[src/verilog/pac_pkg.sv]
// holds offsets, reset values, field positions and carrier types of the
// calibration, detector/pump and exact-frequency register slice.
// assumes a serial host port elsewhere decodes frames into word writes.
package pac_pkg;

	// ****************************************
	// register map
	// ****************************************
	localparam logic [5:0] CAL_CFG_ADDR = 6'h0A;
	localparam logic [5:0] PUMP_CTL_ADDR = 6'h0B;
	localparam logic [5:0] EXACT_CNT_ADDR = 6'h0C;
	localparam int REG_W = 24;
	localparam logic [23:0] CAL_CFG_RST = 24'h002046;
	localparam logic [23:0] PUMP_CTL_RST = 24'h078061;
	localparam logic [23:0] EXACT_CNT_RST = 24'h000000;

	// ****************************************
	// field positions
	// ****************************************
	localparam int MEAS_LSB = 0;
	localparam int CAL_DIS_BIT = 11;
	localparam int CLK_SEL_LSB = 13;
	localparam int RELOCK_BIT = 17;
	localparam int POL_INV_BIT = 4;
	localparam int UP_EN_BIT = 5;
	localparam int DN_EN_BIT = 6;
	localparam int FORCE_UP_BIT = 9;
	localparam int FORCE_DN_BIT = 10;
	localparam int FORCE_MID_BIT = 11;

	// ****************************************
	// counts
	// ****************************************
	localparam logic [8:0] MEAS_CYC_0 = 9'h001;
	localparam logic [8:0] MEAS_CYC_1 = 9'h002;
	localparam logic [8:0] MEAS_CYC_2 = 9'h004;
	localparam logic [8:0] MEAS_CYC_3 = 9'h008;
	localparam logic [8:0] MEAS_CYC_4 = 9'h020;
	localparam logic [8:0] MEAS_CYC_5 = 9'h040;
	localparam logic [8:0] MEAS_CYC_6 = 9'h080;
	localparam logic [8:0] MEAS_CYC_7 = 9'h100;
	localparam logic [5:0] CAL_DIV_0 = 6'h01;
	localparam logic [5:0] CAL_DIV_1 = 6'h04;
	localparam logic [5:0] CAL_DIV_2 = 6'h10;
	localparam logic [5:0] CAL_DIV_3 = 6'h20;
	localparam logic [23:0] EXACT_MIN_VALID = 24'h000002;

	// ****************************************
	// carriers
	// ****************************************
	typedef struct packed {
		logic en;
		logic [5:0] addr;
		logic [23:0] data;
	} pac_wr_t;

	typedef struct packed {
		logic up;
		logic dn;
		logic mid;
	} pac_pump_t;

	typedef enum logic [1:0] {
		RL_IDLE = 2'b01,
		RL_DONE = 2'b10
	} pac_relock_t;

endpackage

[src/verilog/pac_regs.sv]
// register slice for vco band calibration setup, phase detector / charge
// pump control and exact-frequency channel count.
// assumes writes and reads arrive from the serial host port on sys_clk_i,
// and that lock, detector and modulator signals are already on sys_clk_i.
`timescale 1ns/100ps

// Functional notes
// - measurement code selects 1..256 reference cycles
// - bit 11 set disables band calibration
// - clock select divides reference by 1,4,16,32
// - relock bit allows one retry per failure
// - bit 4 inverts detector polarity
// - bits 5,6 enable pump up and down
// - bit 9 forces up unless forced down
// - bit 10 forces down unless forced up
// - up/down force beats mid-rail force
// - exact count zero off, one invalid
// - exact mode only with modulator type B
module pac_regs (
	// clock and reset
	input wire logic sys_clk_i,
	input wire logic rst_n_i,
	// register port from the serial host decoder
	input wire pac_pkg::pac_wr_t wr_i,
	input wire logic [5:0] rd_addr_i,
	output logic [23:0] rd_data_o,
	// calibration engine
	output logic [8:0] meas_cycles_o,
	output logic cal_enable_o,
	output logic cal_tick_o,
	input wire logic lock_fail_i,
	output logic relock_req_o,
	// phase detector and charge pump
	input wire logic pd_up_raw_i,
	input wire logic pd_dn_raw_i,
	output pac_pkg::pac_pump_t pump_o,
	// sigma-delta modulator
	input wire logic mod_type_b_i,
	output logic [23:0] exact_freq_channel_count_o,
	output logic exact_freq_enable_o,
	output logic exact_freq_invalid_o
);

	// ****************************************
	// register storage
	// ****************************************
	logic [23:0] cal_cfg_reg;
	logic [23:0] pump_ctl_reg;
	logic [23:0] exact_cnt_reg;

	// whole-word writes; reserved bits kept as written, no side effect
	always_ff @(posedge sys_clk_i or negedge rst_n_i) begin
		if (!rst_n_i) begin
			cal_cfg_reg <= pac_pkg::CAL_CFG_RST;
			pump_ctl_reg <= pac_pkg::PUMP_CTL_RST;
			exact_cnt_reg <= pac_pkg::EXACT_CNT_RST;
		end else if (wr_i.en) begin
			case (wr_i.addr)
				pac_pkg::CAL_CFG_ADDR: cal_cfg_reg <= wr_i.data;
				pac_pkg::PUMP_CTL_ADDR: pump_ctl_reg <= wr_i.data;
				pac_pkg::EXACT_CNT_ADDR: exact_cnt_reg <= wr_i.data;
				default: ;
			endcase
		end
	end

	// registered readback, unmapped addresses read zero
	always_ff @(posedge sys_clk_i or negedge rst_n_i) begin
		if (!rst_n_i) begin
			rd_data_o <= '0;
		end else begin
			case (rd_addr_i)
				pac_pkg::CAL_CFG_ADDR: rd_data_o <= cal_cfg_reg;
				pac_pkg::PUMP_CTL_ADDR: rd_data_o <= pump_ctl_reg;
				pac_pkg::EXACT_CNT_ADDR: rd_data_o <= exact_cnt_reg;
				default: rd_data_o <= '0;
			endcase
		end
	end

	// ****************************************
	// calibration setup
	// ****************************************
	logic [2:0] meas_code;
	logic [1:0] clk_sel;
	logic [8:0] meas_next;
	logic [5:0] div_next;
	assign meas_code = cal_cfg_reg[pac_pkg::MEAS_LSB +: 3];
	assign clk_sel = cal_cfg_reg[pac_pkg::CLK_SEL_LSB +: 2];

	// code to cycle count; note the jump from 8 to 32
	always_comb begin
		case (meas_code)
			3'h0: meas_next = pac_pkg::MEAS_CYC_0;
			3'h1: meas_next = pac_pkg::MEAS_CYC_1;
			3'h2: meas_next = pac_pkg::MEAS_CYC_2;
			3'h3: meas_next = pac_pkg::MEAS_CYC_3;
			3'h4: meas_next = pac_pkg::MEAS_CYC_4;
			3'h5: meas_next = pac_pkg::MEAS_CYC_5;
			3'h6: meas_next = pac_pkg::MEAS_CYC_6;
			default: meas_next = pac_pkg::MEAS_CYC_7;
		endcase
		case (clk_sel)
			2'h0: div_next = pac_pkg::CAL_DIV_0;
			2'h1: div_next = pac_pkg::CAL_DIV_1;
			2'h2: div_next = pac_pkg::CAL_DIV_2;
			default: div_next = pac_pkg::CAL_DIV_3;
		endcase
	end

	// measurement length and engine gate
	always_ff @(posedge sys_clk_i or negedge rst_n_i) begin
		if (!rst_n_i) begin
			meas_cycles_o <= pac_pkg::MEAS_CYC_6;
			cal_enable_o <= 1'b0;
		end else begin
			meas_cycles_o <= meas_next;
			cal_enable_o <= !cal_cfg_reg[pac_pkg::CAL_DIS_BIT];
		end
	end

	// calibration clock as a tick train; a change of divider restarts the
	// count so no tick comes from a stale, longer terminal value
	logic [5:0] div_cnt_reg;
	logic [5:0] div_prev_reg;
	always_ff @(posedge sys_clk_i or negedge rst_n_i) begin
		if (!rst_n_i) begin
			div_cnt_reg <= '0;
			div_prev_reg <= pac_pkg::CAL_DIV_1;
			cal_tick_o <= 1'b0;
		end else begin
			div_prev_reg <= div_next;
			if (div_prev_reg != div_next || div_cnt_reg == div_next - 6'h01) begin
				div_cnt_reg <= '0;
			end else begin
				div_cnt_reg <= div_cnt_reg + 6'h01;
			end
			cal_tick_o <= (div_prev_reg == div_next) && (div_cnt_reg == div_next - 6'h01);
		end
	end

	// ****************************************
	// relock after lock loss
	// ****************************************
	pac_pkg::pac_relock_t relock_reg;
	// one request per failure; rearm only once lock is good again
	always_ff @(posedge sys_clk_i or negedge rst_n_i) begin
		if (!rst_n_i) begin
			relock_reg <= pac_pkg::RL_IDLE;
			relock_req_o <= 1'b0;
		end else begin
			relock_req_o <= 1'b0;
			case (relock_reg)
				pac_pkg::RL_IDLE: begin
					if (lock_fail_i) begin
						relock_reg <= pac_pkg::RL_DONE;
						relock_req_o <= cal_cfg_reg[pac_pkg::RELOCK_BIT];
					end
				end
				pac_pkg::RL_DONE: begin
					if (!lock_fail_i) begin
						relock_reg <= pac_pkg::RL_IDLE;
					end
				end
				default: relock_reg <= pac_pkg::RL_IDLE;
			endcase
		end
	end

	// ****************************************
	// detector and charge pump steering
	// ****************************************
	logic pol_inv;
	logic f_up;
	logic f_dn;
	pac_pkg::pac_pump_t pump_next;
	assign pol_inv = pump_ctl_reg[pac_pkg::POL_INV_BIT];
	assign f_up = pump_ctl_reg[pac_pkg::FORCE_UP_BIT];
	assign f_dn = pump_ctl_reg[pac_pkg::FORCE_DN_BIT];

	// polarity swap, then enables, then test forces; both forces set
	// cancel each other rather than shorting the pump
	always_comb begin
		pump_next.up = (pol_inv ? pd_dn_raw_i : pd_up_raw_i)
			&& pump_ctl_reg[pac_pkg::UP_EN_BIT];
		pump_next.dn = (pol_inv ? pd_up_raw_i : pd_dn_raw_i)
			&& pump_ctl_reg[pac_pkg::DN_EN_BIT];
		pump_next.mid = 1'b0;
		if (f_up && !f_dn) begin
			pump_next.up = 1'b1;
			pump_next.dn = 1'b0;
		end else if (f_dn && !f_up) begin
			pump_next.dn = 1'b1;
			pump_next.up = 1'b0;
		end else if (!f_up && !f_dn && pump_ctl_reg[pac_pkg::FORCE_MID_BIT]) begin
			pump_next.up = 1'b0;
			pump_next.dn = 1'b0;
			pump_next.mid = 1'b1;
		end
	end

	// registered pump command, so the pins never see a combinational glitch
	always_ff @(posedge sys_clk_i or negedge rst_n_i) begin
		if (!rst_n_i) begin
			pump_o <= '0;
		end else begin
			pump_o <= pump_next;
		end
	end

	// ****************************************
	// exact frequency
	// ****************************************
	// count always passes through; enable only when valid and modulator is type b
	always_ff @(posedge sys_clk_i or negedge rst_n_i) begin
		if (!rst_n_i) begin
			exact_freq_channel_count_o <= '0;
			exact_freq_enable_o <= 1'b0;
			exact_freq_invalid_o <= 1'b0;
		end else begin
			exact_freq_channel_count_o <= exact_cnt_reg;
			exact_freq_enable_o <= (exact_cnt_reg >= pac_pkg::EXACT_MIN_VALID)
				&& mod_type_b_i;
			exact_freq_invalid_o <= (exact_cnt_reg == 24'h000001);
		end
	end

	// ****************************************
	// checks
	// ****************************************
	// measurement decode; code 6 is also the value that reset leaves
	AST_MEAS_DEFAULT: assert property (@(posedge sys_clk_i) disable iff (!rst_n_i)
		(meas_code == 3'h6) |=> (meas_cycles_o == 9'h080)
		) else $error("code 6 not 128");
	AST_MEAS_MAP: assert property (@(posedge sys_clk_i) disable iff (!rst_n_i)
		(meas_code == 3'h4) |=> (meas_cycles_o == 9'h020)
		) else $error("code 4 not 32");
	AST_MEAS_LONGEST: assert property (@(posedge sys_clk_i) disable iff (!rst_n_i)
		(meas_code == 3'h7) |=> (meas_cycles_o == 9'h100)
		) else $error("code 7 not 256");
	AST_MEAS_SHORTEST: assert property (@(posedge sys_clk_i) disable iff (!rst_n_i)
		(meas_code == 3'h0) |=> (meas_cycles_o == 9'h001)
		) else $error("code 0 not 1");

	// engine gate follows the disable bit one edge later
	AST_CAL_GATE: assert property (@(posedge sys_clk_i) disable iff (!rst_n_i)
		cal_cfg_reg[11] |=> !cal_enable_o
		) else $error("cal not disabled");
	AST_CAL_OPEN: assert property (@(posedge sys_clk_i) disable iff (!rst_n_i)
		!cal_cfg_reg[11] |=> cal_enable_o
		) else $error("cal not enabled");

	// tick spacing is only judged once the select has stood still, since
	// a select change may legally leave one stale tick behind
	AST_TICK_SPACING: assert property (@(posedge sys_clk_i) disable iff (!rst_n_i)
		(cal_tick_o && clk_sel == 2'h1 && $past(clk_sel) == 2'h1
		&& $past(clk_sel, 2) == 2'h1 && $past(clk_sel, 3) == 2'h1
		&& $past(clk_sel, 4) == 2'h1)
		|-> (!$past(cal_tick_o) && !$past(cal_tick_o, 2) && !$past(cal_tick_o, 3))
		) else $error("div4 tick too soon");
	AST_TICK_DIV1: assert property (@(posedge sys_clk_i) disable iff (!rst_n_i)
		(clk_sel == 2'h0) [*3] |=> cal_tick_o
		) else $error("div1 no tick");

	// relock: one request per failure episode, none when not armed
	AST_RELOCK_ONCE: assert property (@(posedge sys_clk_i) disable iff (!rst_n_i)
		(lock_fail_i && $past(lock_fail_i)) |=> !relock_req_o
		) else $error("second relock");
	AST_RELOCK_OFF: assert property (@(posedge sys_clk_i) disable iff (!rst_n_i)
		(!cal_cfg_reg[17]) |=> !relock_req_o
		) else $error("relock while off");
	AST_RELOCK_FIRE: assert property (@(posedge sys_clk_i) disable iff (!rst_n_i)
		(relock_reg == pac_pkg::RL_IDLE && lock_fail_i && cal_cfg_reg[17]) |=> relock_req_o
		) else $error("armed relock missing");

	// pump steering: forces, mid rail, polarity and enables
	AST_FORCE_UP: assert property (@(posedge sys_clk_i) disable iff (!rst_n_i)
		(f_up && !f_dn) |=> (pump_o.up && !pump_o.dn && !pump_o.mid)
		) else $error("force up wrong");
	AST_FORCE_DN: assert property (@(posedge sys_clk_i) disable iff (!rst_n_i)
		(f_dn && !f_up) |=> (pump_o.dn && !pump_o.up && !pump_o.mid)
		) else $error("force down wrong");
	AST_FORCE_MID: assert property (@(posedge sys_clk_i) disable iff (!rst_n_i)
		(!f_up && !f_dn && pump_ctl_reg[11]) |=> (pump_o.mid && !pump_o.up && !pump_o.dn)
		) else $error("mid rail not forced");
	AST_POLARITY: assert property (@(posedge sys_clk_i) disable iff (!rst_n_i)
		(pol_inv && !f_up && !f_dn && !pump_ctl_reg[11] && pump_ctl_reg[5] && pd_dn_raw_i)
		|=> pump_o.up
		) else $error("polarity not swapped");
	AST_UP_GATED: assert property (@(posedge sys_clk_i) disable iff (!rst_n_i)
		(!f_up && !f_dn && !pump_ctl_reg[11] && !pump_ctl_reg[5]) |=> !pump_o.up
		) else $error("up not gated");
	AST_DN_GATED: assert property (@(posedge sys_clk_i) disable iff (!rst_n_i)
		(!f_up && !f_dn && !pump_ctl_reg[11] && !pump_ctl_reg[6]) |=> !pump_o.dn
		) else $error("down not gated");

	// exact-frequency qualification and hand-over
	AST_EXACT_VALID: assert property (@(posedge sys_clk_i) disable iff (!rst_n_i)
		(exact_cnt_reg < 24'h000002 || !mod_type_b_i) |=> !exact_freq_enable_o
		) else $error("exact mode enabled illegally");
	AST_EXACT_ON: assert property (@(posedge sys_clk_i) disable iff (!rst_n_i)
		(exact_cnt_reg >= 24'h000002 && mod_type_b_i) |=> exact_freq_enable_o
		) else $error("exact mode not enabled");
	AST_EXACT_INVALID: assert property (@(posedge sys_clk_i) disable iff (!rst_n_i)
		(exact_cnt_reg == 24'h000001) |=> exact_freq_invalid_o
		) else $error("count one not flagged");
	AST_EXACT_COPY: assert property (@(posedge sys_clk_i) disable iff (!rst_n_i)
		1'b1 |=> (exact_freq_channel_count_o == $past(exact_cnt_reg))
		) else $error("count not handed over");

	// readback shows the stored word, reserved bits included
	AST_READBACK: assert property (@(posedge sys_clk_i) disable iff (!rst_n_i)
		(rd_addr_i == pac_pkg::CAL_CFG_ADDR) |=> (rd_data_o == $past(cal_cfg_reg))
		) else $error("readback differs");

endmodule

[config.mk]
export PLATFORM = sky130hd
export DESIGN_NAME = pac_regs
export DESIGN_NICKNAME = d
export VERILOG_FILES = /design/src/verilog/pac_pkg.sv /design/src/verilog/pac_regs.sv
export SDC_FILE = /design/constraint.sdc
export NUM_CORES = 1
export LEC_CHECK = 0
export BUFFER_PORTS_ARGS = -buffer_cell sky130_fd_sc_hd__buf_2
export CORE_ASPECT_RATIO = 1.1
export CORE_UTILIZATION = 59
export CTS_BUF_LIST = sky130_fd_sc_hd__clkbuf_8 sky130_fd_sc_hd__clkbuf_16
export DETAILED_ROUTE_END_ITERATION = 8
export PLACE_DENSITY_LB_ADDON = 0.25
export SLEW_MARGIN = 20
export SYNTH_ARGS = -nofsm -noshare
export SYNTH_HDL_FRONTEND = slang
export SYNTH_SLANG_ARGS = --single-unit
[constraint.sdc]
create_clock -name sys_clk_i -period 3.45 [get_ports sys_clk_i]
set_input_delay 0.345 -clock sys_clk_i [delete_from_list [all_inputs] [get_ports sys_clk_i]]
set_output_delay 0.345 -clock sys_clk_i [all_outputs]
set_load 0.05 [all_outputs]
### Word level (Yosys, flattened, before mapping)

Index checks and enable logic that the tools add are counted.

| storage, ports and cells | value |
|---|---|
| logic and storage cells | 76 |
| flip-flop bits (word level) | 151 |
| bits in latches | 0 |
| output and inout port bits | 65 |
| memories | 0 |
| bits of input ports | 43 |
| memory bits (writable) | 0 |
| bits in read-only memories | 0 |

| operators by class | value |
|---|---|
| $lt $le $gt $ge | 1 |
| div/mod/pow operators | 0 |
| equal/unequal tests | 22 |
| $add $sub $neg | 2 |
| multiplexer cells | 16 |
| $mul | 0 |
| shifts and indexed selects | 0 |
| reductions and logical operators | 18 |
| bitwise logic cells | 0 |

Operators by type and width:

| operator | number |
|---|---|
| one-hot mux 24 bit (3 select lines) | 1 |
| one-hot mux 9 bit (7 select lines) | 1 |
| equality test 6 x 4 -> 1 bit (second input constant) | 6 |
| equality test 24 x 1 -> 1 bit (second input constant) | 1 |
| greater-or-equal comparator 24 x 2 -> 1 bit (second input constant) | 1 |
| one-hot mux 6 bit (3 select lines) | 1 |
| equality test 6 bit | 2 |
| equality test 3 bit (second input constant) | 3 |
| logical AND 1 bit | 8 |
| 2-to-1 mux 2 bit | 4 |
| AND reduction 2 bit | 4 |
| adder 6 x 1 -> 6 bit (second input constant) | 1 |
| equality test 3 x 2 -> 1 bit (second input constant) | 2 |
| 2-to-1 mux 1 bit | 6 |
| 2-to-1 mux 6 bit | 1 |
| != test 6 bit | 1 |
| subtractor 6 x 1 -> 6 bit (second input constant) | 1 |
| equality test 2 x 1 -> 1 bit (second input constant) | 2 |
| equality test 2 bit (second input constant) | 2 |
| != test 2 bit (second input constant) | 2 |
| one-hot mux 2 bit (2 select lines) | 1 |
| equality test 3 x 1 -> 1 bit (second input constant) | 1 |
| logical NOT 1 bit | 3 |
| logical NOT 3 bit | 1 |
| 3 further kinds | 3 |

### Depth between registers and ports, before layout

Gate-level depths: netlist of run 1.

| logic depth | value |
|---|---|
| word-level depth | 6 |
| gate-level depth with buffers | 8 |
| gate-level depth less buffers | 7 |

### Worst setup path before layout of run 1

No wires, ideal clock.

| timing | value |
|---|---|
| path kind | register to register |
| start | reg cal_cfg_reg[14] |
| end | reg cal_tick_o |
| slack | 1.413 ns |
| data arrival time | 1.964 ns |
| path buffers | 1 |
| setup time | 0.074 ns |
| data required time | 3.376 ns |
| cell stages (with the launch flop) | 8 |
| clock period less this slack | 2.037 ns |
| cells stage by stage | dfrtp_1 -> buf_2 -> or2_2 -> ha_1 -> xor2_1 -> nand2_1 -> a2111oi_2 -> nor2b_1 |

| on the way | value |
|---|---|
| word-level cells in the longest chain between the ends | 5 |
| elaborated cells between the ends (all ways) | 8 |
| those cells by class | add/sub (1); eq/ne (4); mux (1); reduce/logical (2) |

RTL lines:

| element | line | text |
|---|---|---|
| start: declaration | pac_regs.sv:47 | `logic [23:0] cal_cfg_reg;` |
| start signal: assignment | pac_regs.sv:54 | `cal_cfg_reg <= pac_pkg::CAL_CFG_RST;` |
| start signal: assignment | pac_regs.sv:59 | `pac_pkg::CAL_CFG_ADDR: cal_cfg_reg <= wr_i.data;` |
| equality test 2 bit, or another cell as far along | pac_regs.sv:103 | `case (clk_sel)` |
| one-hot mux 6 bit (3 select lines) (*) | pac_regs.sv:103 |  |
| subtractor 6 x 1 -> 6 bit | pac_regs.sv:138 | `cal_tick_o <= (div_prev_reg == div_next) && (div_cnt_reg == div_next - 6'h01);` |
| equality test 6 bit | pac_regs.sv:138 |  |
| logical AND 1 bit (*) | pac_regs.sv:138 |  |
| end signal: assignment | pac_regs.sv:138 |  |
| end: declaration | pac_regs.sv:30 | `output logic cal_tick_o,` |

Every way passes the cells marked *; elsewhere a longest branch is shown, timed or not.
A chain may end at the register's enable or synchronous reset.

### Final worst setup path of run 1

Ends and elaborated chain as after synthesis.

==> results of run 1 <==
## routing by layer
layer,track usage [%],vias to the layer above
met4,10.6,0
li1,-,1577
met2,40.3,98
met5,0,-
met3,6.62,16
met1,34.4,1793
## final timing paths
| check | from | endpoint | slack [ns] |
|---|---|---|---|
| worst max-delay path | cal_cfg_reg[14]$_DFFE_PN0P_ | cal_tick_o$_DFF_PN0_ | 1.16 |
| worst min-delay path | mod_type_b_i | exact_freq_enable_o$_DFF_PN0_ | 0.05 |
| worst max register to register | cal_cfg_reg[14]$_DFFE_PN0P_ | cal_tick_o$_DFF_PN0_ | 1.16 |
| worst min register to register | exact_cnt_reg[0]$_DFFE_PN0P_ | exact_freq_channel_count_o[0]$_DFF_PN0_ | 0.42 |
| max in group asynchronous | rst_n_i | cal_cfg_reg[2]$_DFFE_PN1P_ | 2.20 |
| min in group asynchronous | rst_n_i | rd_data_o[15]$_DFF_PN0_ | 0.42 |
## through the flow
step | cell area [um2] | utilization [%] | cells | setup slack, ns | hold slack (ns)
floorplan | 5690 | - | 378 | 1.41 | 0.0494
global placement | 6350 | 67.9 | 589 | 1.29 | 0.404
detailed placement | 6350 | 67.9 | 589 | 1.23 | 0.406
CTS | 7040 | 75.2 | 622 | 1.16 | 0.0340
global route | 7040 | 75.2 | 622 | 0.963 | 0.0327
finish | 7040 | 75.2 | 622 | 1.16 | 0.0476
## power by group through the flow
stage	clock network, mW	registers, mW	logic, mW
floorplan	0	2.32	0.287
global placement	0	2.13	0.679
detailed placement	0	2.14	0.695
CTS	2.11	2.12	0.707
global route	2.18	2.14	0.755
finish	2.08	2.12	0.700
## critical path, stage by stage, from the launching register on
cell,delay (ns)
dfrtp_1,0.47
or2_2,0.35
ha_1,0.32
xor2_1,0.13
nand2_1,0.08
a2111oi_2,0.63
nor2b_1,0.22
## cells by family after synthesis
logic type / count (synthesis)
compound gates: 33
fa+ha+maj: 2
buf+inv: 25
mux: 97
xor+xnor: 7
flops: 148
simple gates: 65
other cells: 1
## cells in the final DEF, fill, tap and decap left out, drive strengths merged, types with 2 or more instances in the layout
| cell | instances |
|---|---|
| nand2 | 10 |
| and3 | 3 |
| nor2 | 7 |
| xnor2 | 2 |
| mux2i | 25 |
| and2 | 2 |
| dfrtp | 134 |
| inv | 7 |
| clkbuf | 17 |
| buf | 112 |
| nor2b | 4 |
| nand3b | 2 |
| nor4 | 7 |
| clkinv | 4 |
| bufinv | 7 |
| clkinvlp | 4 |
| and3b | 2 |
| o2bb2ai | 24 |
| nor3b | 6 |
| ha | 2 |
| o21ai | 3 |
| nor3 | 11 |
| a2111oi | 2 |
| mux2 | 72 |
| dfstp | 14 |
| xor2 | 5 |
| nand3 | 3 |
## area by class of cell
class	count	area (um2)	share of cell area [%]
clock buffer	17	414	5.89
clock inverter	15	260	3.70
inverter	7	26.3	0.373
multi-input combinational	205	1860	26.5
sequential	148	3720	52.9
tap	117	146	2.08
timing repair buffer	113	604	8.59
## what timing repair did
| item | 4_1_cts | 5_1_grt |
|---|---|---|
| endpoints found under the hold margin | 72 | 0 |
| gates resized for setup | 0 | 0 |
| hold buffers | 1 | 0 |
==> out/metrics.yaml, run 1 <==
outcome: "finished clean"
synthCells: 378
wl_met1_um: 5020
yosys_warnings: 0
grtUsageTotal_pct: 25.8
crit_path_max_fanout: 10
max_slew_margin_pct: 41.4
cts-buffers-inserted: 17
p_int_mw: 3.59
wl_per_cell_um: 18.5
clockBufferDepth: 2
hpwl_um: 6970
synth_top_cells_by_count: "dfrtp_1 (134), mux2_2 (71), mux2i_1 (25), o2bb2ai_1 (24), dfstp_2 (14)"
hold_path_depth: 2
start_util_pct: 60.9
skew_ns: 0.00537
cp-end-kind: "flip-flop"
first_iter_violations: 225
drv_cap: 0
top_layer: "met4"
drtAntennaViolNets: 0
r2r_cells: 6
rsz0062_at_grt: "no"
period_needed_ns: 2.29
p_comb_share_pct: 14.3
synth_top_family_by_area: "multiplexers"
grt_max_degree: 83
fill_cells: 596
cts.clk_slew.worst_paths_ns: 0.06
grt_pass1_wl_um: 18700
synth_top_area_share_pct: 58.9
required_ns: 3.91
synth_top_cell_by_area: "dfrtp_1"
grt_antenna_before_repair: 0
synth_edf_count: 0
ir_drop_mv: 0.438
placementRows: 37
core-area_um2: 9350
synthXorXnorAreaFrac_pct: 1.08
ios: 108
htreeDepth: 4
yosysMostFrequentCell: "dfrtp_1"
drc: 0
yosysSeqAreaShare_pct: 65.4
arrival_ns: 2.75
die-area_um2: 10000
p_per_area_nw_per_um2: 696
cts_setup_buffers: 0
synth_flop_cell: "dfrtp_1"
p_sw_mw: 1.31
p_seq_share_pct: 43.2
io_buffer_count: 106
synth_nets: 423
clkPwrFrac_pct: 42.5
power_mw: 4.90
clkLatencyLatePin_ns: 0.53
synthSimpleGateAreaFrac_pct: 7.25
power.leakage_nw: 3.53
synth.cell_area_um2: 5690
met2_length_um: 5820
ys_async_sr_fraction_pct: 100
wl_met3_um: 489
die_y_um: 105
synth.avg_cell_area_um2: 15.1
grt_pass1_vias: 3605
synth_fa_ha_area_share_pct: 0.440
nNetsFinal: 537
die_x_um: 95.7
worst-setup-path-type: "reg2reg"
synth_cell_types: 42
fin_tns_setup_ns: 0
num_vias: 3484
cts_tree: "built"
wirelength_um: 11500
period_share_pct: 66.4
clock_sinks: 148
slew_viol_final: 0
drtPass1Iterations: 4
muxShareOfSynthArea_pct: 18.6
drive_gt1_share_pct: 46.9
tightestPinTransition_ns: 0.878
diodes: 0
holdCritPathClass: "in2reg"
gp_congestion: 0.754
cts_root_buffer: "clkbuf_8"
gr-total-overflow: 0
ys_ff_latch: 148
hold_viol_final: 0
synth_compound_area_share_pct: 4.97
switching_share_pct: 26.7
synth_area_leaders: "dfrtp_1 (59%), mux2_2 (14%), dfstp_2 (6.5%)"
fmax_mhz: 436
critical_path.startpoint_type: "flip-flop"
syn_to_final_growth_pct: 23.6
setup_viol: 0
vias_per_cell: 5.60
No activity file was read; power rests on OpenSTA's default activity.
==> inputs of run 2 (changes only) <==
--- a/config.mk
+++ b/config.mk
@@ -5,9 +5,10 @@
 export SDC_FILE = /design/constraint.sdc
 export NUM_CORES = 1
 export LEC_CHECK = 0
+export ABC_AREA = 1
 export BUFFER_PORTS_ARGS = -buffer_cell sky130_fd_sc_hd__buf_2
 export CORE_ASPECT_RATIO = 1.1
-export CORE_UTILIZATION = 59
+export CORE_UTILIZATION = 55
 export CTS_BUF_LIST = sky130_fd_sc_hd__clkbuf_8 sky130_fd_sc_hd__clkbuf_16
 export DETAILED_ROUTE_END_ITERATION = 8
 export PLACE_DENSITY_LB_ADDON = 0.25
==> constraint.sdc (replaced) <==
create_clock -name sys_clk_i -period 2.3 [get_ports sys_clk_i]
set_input_delay 0.23 -clock sys_clk_i [delete_from_list [all_inputs] [get_ports sys_clk_i]]
set_output_delay 0.23 -clock sys_clk_i [all_outputs]
set_load 0.05 [all_outputs]
==> run 2 against run 1 <==
Synthesized cell count rose by 58%. Combinational power rose by 83%. Sequential power rose by 52%. Via count rose by 32%. Critical path type unchanged.
==> out/metrics.yaml, run 2 <==
outcome: "finished clean"  # unchanged
period_share_pct: 72.6  # was 66.4%
ys_ff_latch: 148  # unchanged
final_common_cell: "dfrtp_1"  # unchanged
cts-buffers-inserted: 17  # unchanged
clock_sinks: 148  # unchanged
path_cells: "inv_2 > nand2_1 > ha_1 > inv_1 > nand2_1 > nand3_1 > nor2_1 > nand2_1 > nand2_2 > nor2_1"  # was or2_2 > ha_1 > xor2_1 > nand2_1 > a2111oi_2 > nor2b_1
vias_per_cell: 5.34  # was 5.60
met1_usage_pct: 33.6  # was 34.4%
critical_path_buf_inv_count: 2  # was 0
synthCells: 597  # was 378
nNetsFinal: 751  # was 537
synth_cell_types: 31  # was 42
cts_hold_buf: 1  # unchanged
drive_gt1_share_pct: 26.7  # was 46.9%
max_slew_margin_pct: 56.4  # was 41.4%
use_met2_pct: 42.5  # was 40.3%
critical_path.startpoint_type: "flip-flop"  # unchanged
ys_async_sr_fraction_pct: 100  # unchanged
slowest_delay_ns: 0.47  # was 0.63 ns
met3_usage_pct: 5.74  # was 6.62%
fin_cells: 861  # was 622
clkLatencyLatePin_ns: 0.42  # was 0.53 ns
wirelength_um: 13400  # was 11500 um
arrival_ns: 1.98  # was 2.75 ns
cts_setup_buffers: 0  # unchanged
num_vias: 4597  # was 3484
fin_tns_setup_ns: 0  # unchanged
die-area_um2: 11200  # was 10000 um2
grt_pass1_vias: 4603  # was 3605
drtAntennaViolNets: 0  # unchanged
cts_tree: "built"  # unchanged
crit_path_max_fanout: 7  # was 10
yosys_warnings: 0  # unchanged
htreeDepth: 4  # unchanged
grt_max_degree: 74  # was 83
clockBufferDepth: 2  # unchanged
synth_nets: 642  # was 423
holdCritPathClass: "in2reg"  # unchanged
die_y_um: 111  # was 105 um
cpLargestDelayFamily: "simple AND/OR/NAND/NOR gates"  # unchanged
hold_viol_final: 0  # unchanged
p_per_area_nw_per_um2: 1010  # was 696 nW/um2
crit_cells: 10  # was 6
timing.final.ws_setup_ns: 0.630  # was 1.16 ns
crit_path_frequent_cell: "nand2_1"
wl_per_cell_um: 15.6  # was 18.5 um
ir_drop_mv: 0.613  # was 0.438 mV
rsz0062_at_grt: "no"  # unchanged
drtPass1Iterations: 6  # was 4
power.leakage_nw: 3.58  # was 3.53 nW
synth_top_area_share_pct: 56.6  # was 58.9%
drc: 0  # unchanged
gp_congestion: 0.831  # was 0.754
synth_area_leaders: "dfrtp_1 (57%), nand2_1 (8.0%), dfstp_2 (6.2%)"  # was dfrtp_1 (59%), mux2_2 (14%), dfstp_2 (6.5%)
cts_root_buffer: "clkbuf_16"  # was clkbuf_8
slew_viol_final: 0  # unchanged
ctsResizeCount: 0  # unchanged
cp-end-kind: "flip-flop"  # unchanged
grtUsageTotal_pct: 26.1  # was 25.8%
grt_pass1_wl_um: 22200  # was 18700 um
synth_top_cell_by_area: "dfrtp_1"  # unchanged
cts.clk_slew.worst_paths_ns: 0.06  # about the same
synth_edf_count: 0  # unchanged
synth.avg_cell_area_um2: 9.92  # was 15.1 um2
skew_ns: 0.00875  # was 0.00537 ns
hold_path_depth: 3  # was 2
dp_cells: 829  # was 589
final_cell_mix: "dfrtp_1 (134), nand2_1 (127), buf_2 (105)"  # was dfrtp_1 (134), buf_2 (105), mux2_2 (71)
start_util_pct: 56.7  # was 60.9%
synth_flop_cell: "dfrtp_1"  # unchanged
yosysMostFrequentCell: "dfrtp_1"  # unchanged
synth_top_cells_by_count: "dfrtp_1 (134), nand2_1 (127), inv_1 (73), nand3_1 (61), o21ai_0 (58)"  # was dfrtp_1 (134), mux2_2 (71), mux2i_1 (25), o2bb2ai_1 (24), dfstp_2 (14)
yosysSeqAreaShare_pct: 62.8  # was 65.4%
first_iter_violations: 263  # was 225
required_ns: 2.61  # was 3.91 ns
ios: 108  # unchanged
worst-setup-path-type: "reg2reg"  # unchanged
syn_to_final_growth_pct: 21.8  # was 23.6%
grt_antenna_before_repair: 0  # unchanged
dp_slack_ns: 0.651  # was 1.23 ns
hold_ws_ns: 0.0131  # was 0.0476 ns
r2r_cells: 10  # was 6
die_x_um: 101  # was 95.7 um
diodes: 0  # unchanged
grt.busiest_layer: "met2"  # unchanged
fmax_mhz: 599  # was 436 MHz
critPathSlowestCell: "dfrtp_1"  # was a2111oi_2
synth.cell_area_um2: 5920  # was 5690 um2
setup_viol: 0  # unchanged
gr-total-overflow: 0  # unchanged
placementRows: 39  # was 37
io_buffer_count: 106  # unchanged
drv_cap: 0  # unchanged
tightestPinTransition_ns: 0.654  # was 0.878 ns
core-area_um2: 10400  # was 9350 um2
hpwl_um: 8560  # was 6970 um
period_needed_ns: 1.67  # was 2.29 ns
-- run 2: cell types whose count changed after synthesis, sizes merged, moves of 4 or more --
cell     delta
buf        +11
inv        +67
mux2       -72
mux2i      -25
nand2     +121
nand3      +58
nand4       +4
nor2       +21
nor3b       -6
nor4        -7
o211ai     +24
o21ai      +71
o2bb2ai    -24
-- run 2: area by class of cell --
cell class | count | area, um2
timing repair buffer | 117 | 659
clock inverter | 11 | 134
tap | 143 | 179
multi-input combinational | 348 | 1770
fill | 810 | 3230
inverter | 74 | 278
sequential | 148 | 3720
clock buffer | 20 | 467
-- run 2: cells by family (layout without fill, tap and decap cells) --
logic type	Yosys count	in the layout	synth area share [%]
other cells	1	1	0.0633
fa+ha+maj	2	2	0.422
flops	148	148	62.8
compound gates	102	102	10.7
xor+xnor	3	3	0.444
simple gates	240	240	18.1
buf+inv	101	222	7.44
-- run 2: tightest hold or removal path, stage by stage --
cell,delay (ns)
buf_2,0.08
nand2_1,0.04
inv_1,0.05
-- run 2: worst paths after layout --
path / start / slack, ns / end
worst max-delay path: cal_cfg_reg[14]$_DFFE_PN0P_ / 0.63 / div_cnt_reg[2]$_DFF_PN0_
min in group asynchronous: rst_n_i / 0.40 / exact_cnt_reg[2]$_DFFE_PN0P_
worst min-delay path: mod_type_b_i / 0.01 / exact_freq_enable_o$_DFF_PN0_
worst min register to register: exact_cnt_reg[18]$_DFFE_PN0P_ / 0.37 / exact_freq_channel_count_o[18]$_DFF_PN0_
worst max register to register: cal_cfg_reg[14]$_DFFE_PN0P_ / 0.63 / div_cnt_reg[2]$_DFF_PN0_
max in group asynchronous: rst_n_i / 1.18 / pump_ctl_reg[0]$_DFFE_PN1P_
-- run 2: stage by stage --
| stage | power, mW | area, um2 | util (%) |
|---|---|---|---|
| global route | 7.60 | 7210 | 69.1 |
| CTS | 7.32 | 7210 | 69.1 |
| finish | 7.29 | 7210 | 69.1 |
| global placement | 4.49 | 6600 | 63.2 |
| detailed placement | 4.54 | 6600 | 63.2 |
| floorplan | 4.13 | 5920 | - |
-- run 2: metal layers --
layer	up-vias	routed length, um
met1	2220	5530
met3	25	846
met2	194	6760
met4	0	260
met5	-	0
li1	2158	-
-- run 2: power by group --
group,leakage (nW),internal [mW],switching [mW]
logic,1.54,0.325,0.955
clock network,0.299,1.77,1.01
registers,1.75,3.02,0.212
total,3.58,5.11,2.18
==> inputs of run 3 (changes only) <==
==> constraint.sdc (replaced) <==
create_clock -name sys_clk_i -period 1.65 [get_ports sys_clk_i]
set_input_delay 0.165 -clock sys_clk_i [delete_from_list [all_inputs] [get_ports sys_clk_i]]
set_output_delay 0.165 -clock sys_clk_i [all_outputs]
set_load 0.05 [all_outputs]
==> run 3 against run 2 <==
Critical path depth is 1 lower. Global-route usage is 1.0 points higher. Sequential cell count stayed put. Sequential power is 39% higher. Die area stayed put. Register-to-register slack worse by 0.63 ns. Clock-buffer cell count is 2 lower. Critical path type unchanged.
==> out/metrics.yaml, run 3 (synthesized netlist as in run 2, its figures left out) <==
regArea_um2: 3720  # unchanged
start_util_pct: 56.7  # unchanged
syn_to_final_growth_pct: 28.3  # was 21.8%
crit_path_max_fanout: 6  # was 7
fmax_mhz: 607  # was 599 MHz
die_x_um: 101  # unchanged
worst-setup-path-type: "reg2reg"  # unchanged
gr-total-overflow: 0  # unchanged
hold_viol_final: 0  # unchanged
cts_root_buffer: "clkbuf_16"  # unchanged
diodes: 0  # unchanged
cts.clk_slew.worst_paths_ns: 0.06  # about the same
die_y_um: 111  # unchanged
core-area_um2: 10400  # unchanged
cp-end-kind: "flip-flop"  # unchanged
ir_drop_mv: 0.736  # was 0.613 mV
final_common_cell: "dfrtp_1"  # unchanged
required_ns: 1.95  # was 2.61 ns
vias_per_cell: 5.33  # was 5.34
gp_congestion: 0.811  # was 0.831
grt_pass1_vias: 4909  # was 4603
io_buffer_count: 106  # unchanged
power.leakage_nw: 3.74  # was 3.58 nW
setup_viol: 0  # unchanged
period_needed_ns: 1.65  # was 1.67 ns
hpwl_um: 8790  # was 8560 um
reg2reg_setup_slack_ns: 0.003  # was 0.63 ns
cts-buffers-inserted: 17  # unchanged
wl_per_cell_um: 15.8  # was 15.6 um
clkLatencyLatePin_ns: 0.42  # about the same
drtPass1Iterations: 5  # was 6
htreeDepth: 4  # unchanged
cts_tree: "built"  # unchanged
num_vias: 4783  # was 4597
placementRows: 39  # unchanged
multiInputGateArea_um2: 1820  # was 1770 um2
drive_gt1_share_pct: 28.2  # was 26.7%
timing.final.ws_setup_ns: 0.00268  # was 0.630 ns
holdCritPathClass: "in2reg"  # unchanged
critical_path.startpoint_type: "flip-flop"  # unchanged
drv_cap: 0  # unchanged
clock_sinks: 148  # unchanged
dp_slack_ns: 0.0259  # was 0.651 ns
period_share_pct: 99.8  # was 72.6%
drc: 0  # unchanged
grtUsageTotal_pct: 27.2  # was 26.1%
p_per_area_nw_per_um2: 1380  # was 1010 nW/um2
wirelength_um: 14200  # was 13400 um
grt_pass1_wl_um: 23100  # was 22200 um
hold_ws_ns: 0.0141  # was 0.0131 ns
skew_ns: 0.00543  # was 0.00875 ns
fin_tns_setup_ns: 0  # unchanged
drtAntennaViolNets: 0  # unchanged
clockBufferDepth: 2  # unchanged
fill_cells: 779  # was 810
arrival_ns: 1.95  # was 1.98 ns
outcome: "finished clean"  # unchanged
ios: 108  # unchanged
grt_max_degree: 49  # was 74
first_iter_violations: 323  # was 263
die-area_um2: 11200  # unchanged
slew_viol_final: 0  # unchanged
final_cell_mix: "dfrtp_1 (134), nand2_1 (126), buf_2 (105)"  # was dfrtp_1 (134), nand2_1 (127), buf_2 (105)
nNetsFinal: 786  # was 751
grt_antenna_before_repair: 0  # unchanged
-- run 3: changes by cell type in the layout (fill, tap and decap cells not counted), moves of 2 or more --
cell,change
buf_4,+12
clkinvlp_4,+3
nor2_2,+3
clkbuf_8,-2
nor2_1,-3
nand2_2,-2
inv_1,-2
nand2_4,+3
dlygate4sd3_1,+23
clkinv_2,-2
-- run 3: worst max-delay path, stage by stage, from the launching register on --
cell,delay [ns]
dfstp_2,0.60
nand2_4,0.08
ha_4,0.27
inv_2,0.03
nand2_1,0.07
nand3_1,0.09
nor2_1,0.10
nand2_1,0.12
nand2_4,0.13
nor2_1,0.05
-- run 3: power by group --
| group | switching, mW | internal (mW) | total (mW) |
|---|---|---|---|
| logic | 1.41 | 0.544 | 1.95 |
| clock network | 1.47 | 2.56 | 4.03 |
| registers | 0.294 | 4.20 | 4.50 |
-- run 3: metrics by stage --
step	area, um2	std cells	util, %	total power, mW
global route	7600	897	72.8	10.9
floorplan	5920	597	-	5.76
finish	7600	897	72.8	10.5
global placement	6650	836	63.7	6.27
CTS	7520	892	72.0	10.4
detailed placement	6650	836	63.7	6.34
-- run 3: layout make-up --
type | instances | area share (%)
Multi-Input combinational cell | 348 | 23.9
Clock inverter | 14 | 2.44
Clock buffer | 18 | 5.78
Inverter | 74 | 3.69
Timing Repair Buffer | 152 | 12.9
Sequential cell | 148 | 49.0
Tap cell | 143 | 2.35
-- run 3: path summary, 6_finish.rpt --
kind	startpoint	to	depth (start not counted)
max	cal_cfg_reg[13]$_DFFE_PN1P_	div_cnt_reg[0]$_DFF_PN0_	9
min	wr_i[10]	exact_cnt_reg[10]$_DFFE_PN0P_	3
max reg2reg	cal_cfg_reg[13]$_DFFE_PN1P_	div_cnt_reg[0]$_DFF_PN0_	9
min reg2reg	exact_cnt_reg[0]$_DFFE_PN0P_	exact_freq_channel_count_o[0]$_DFF_PN0_	0
max in group asynchronous	rst_n_i	rd_data_o[11]$_DFF_PN0_	3
min in group asynchronous	rst_n_i	exact_freq_channel_count_o[3]$_DFF_PN0_	2
-- run 3: metal layers --
metal  wire length [um]  GRT usage (%)
met1               5780           32.9
met2               7280           45.3
met3                755           6.94
met4                353           12.6
met5                  0              0
-- run 3: what timing repair did --
item                                   CTS  global route
gates resized for setup                  0            13
endpoints found under the hold margin   88             0
buffers inserted                         0             5
hold buffers                            24             0
setup endpoints to repair                0             7
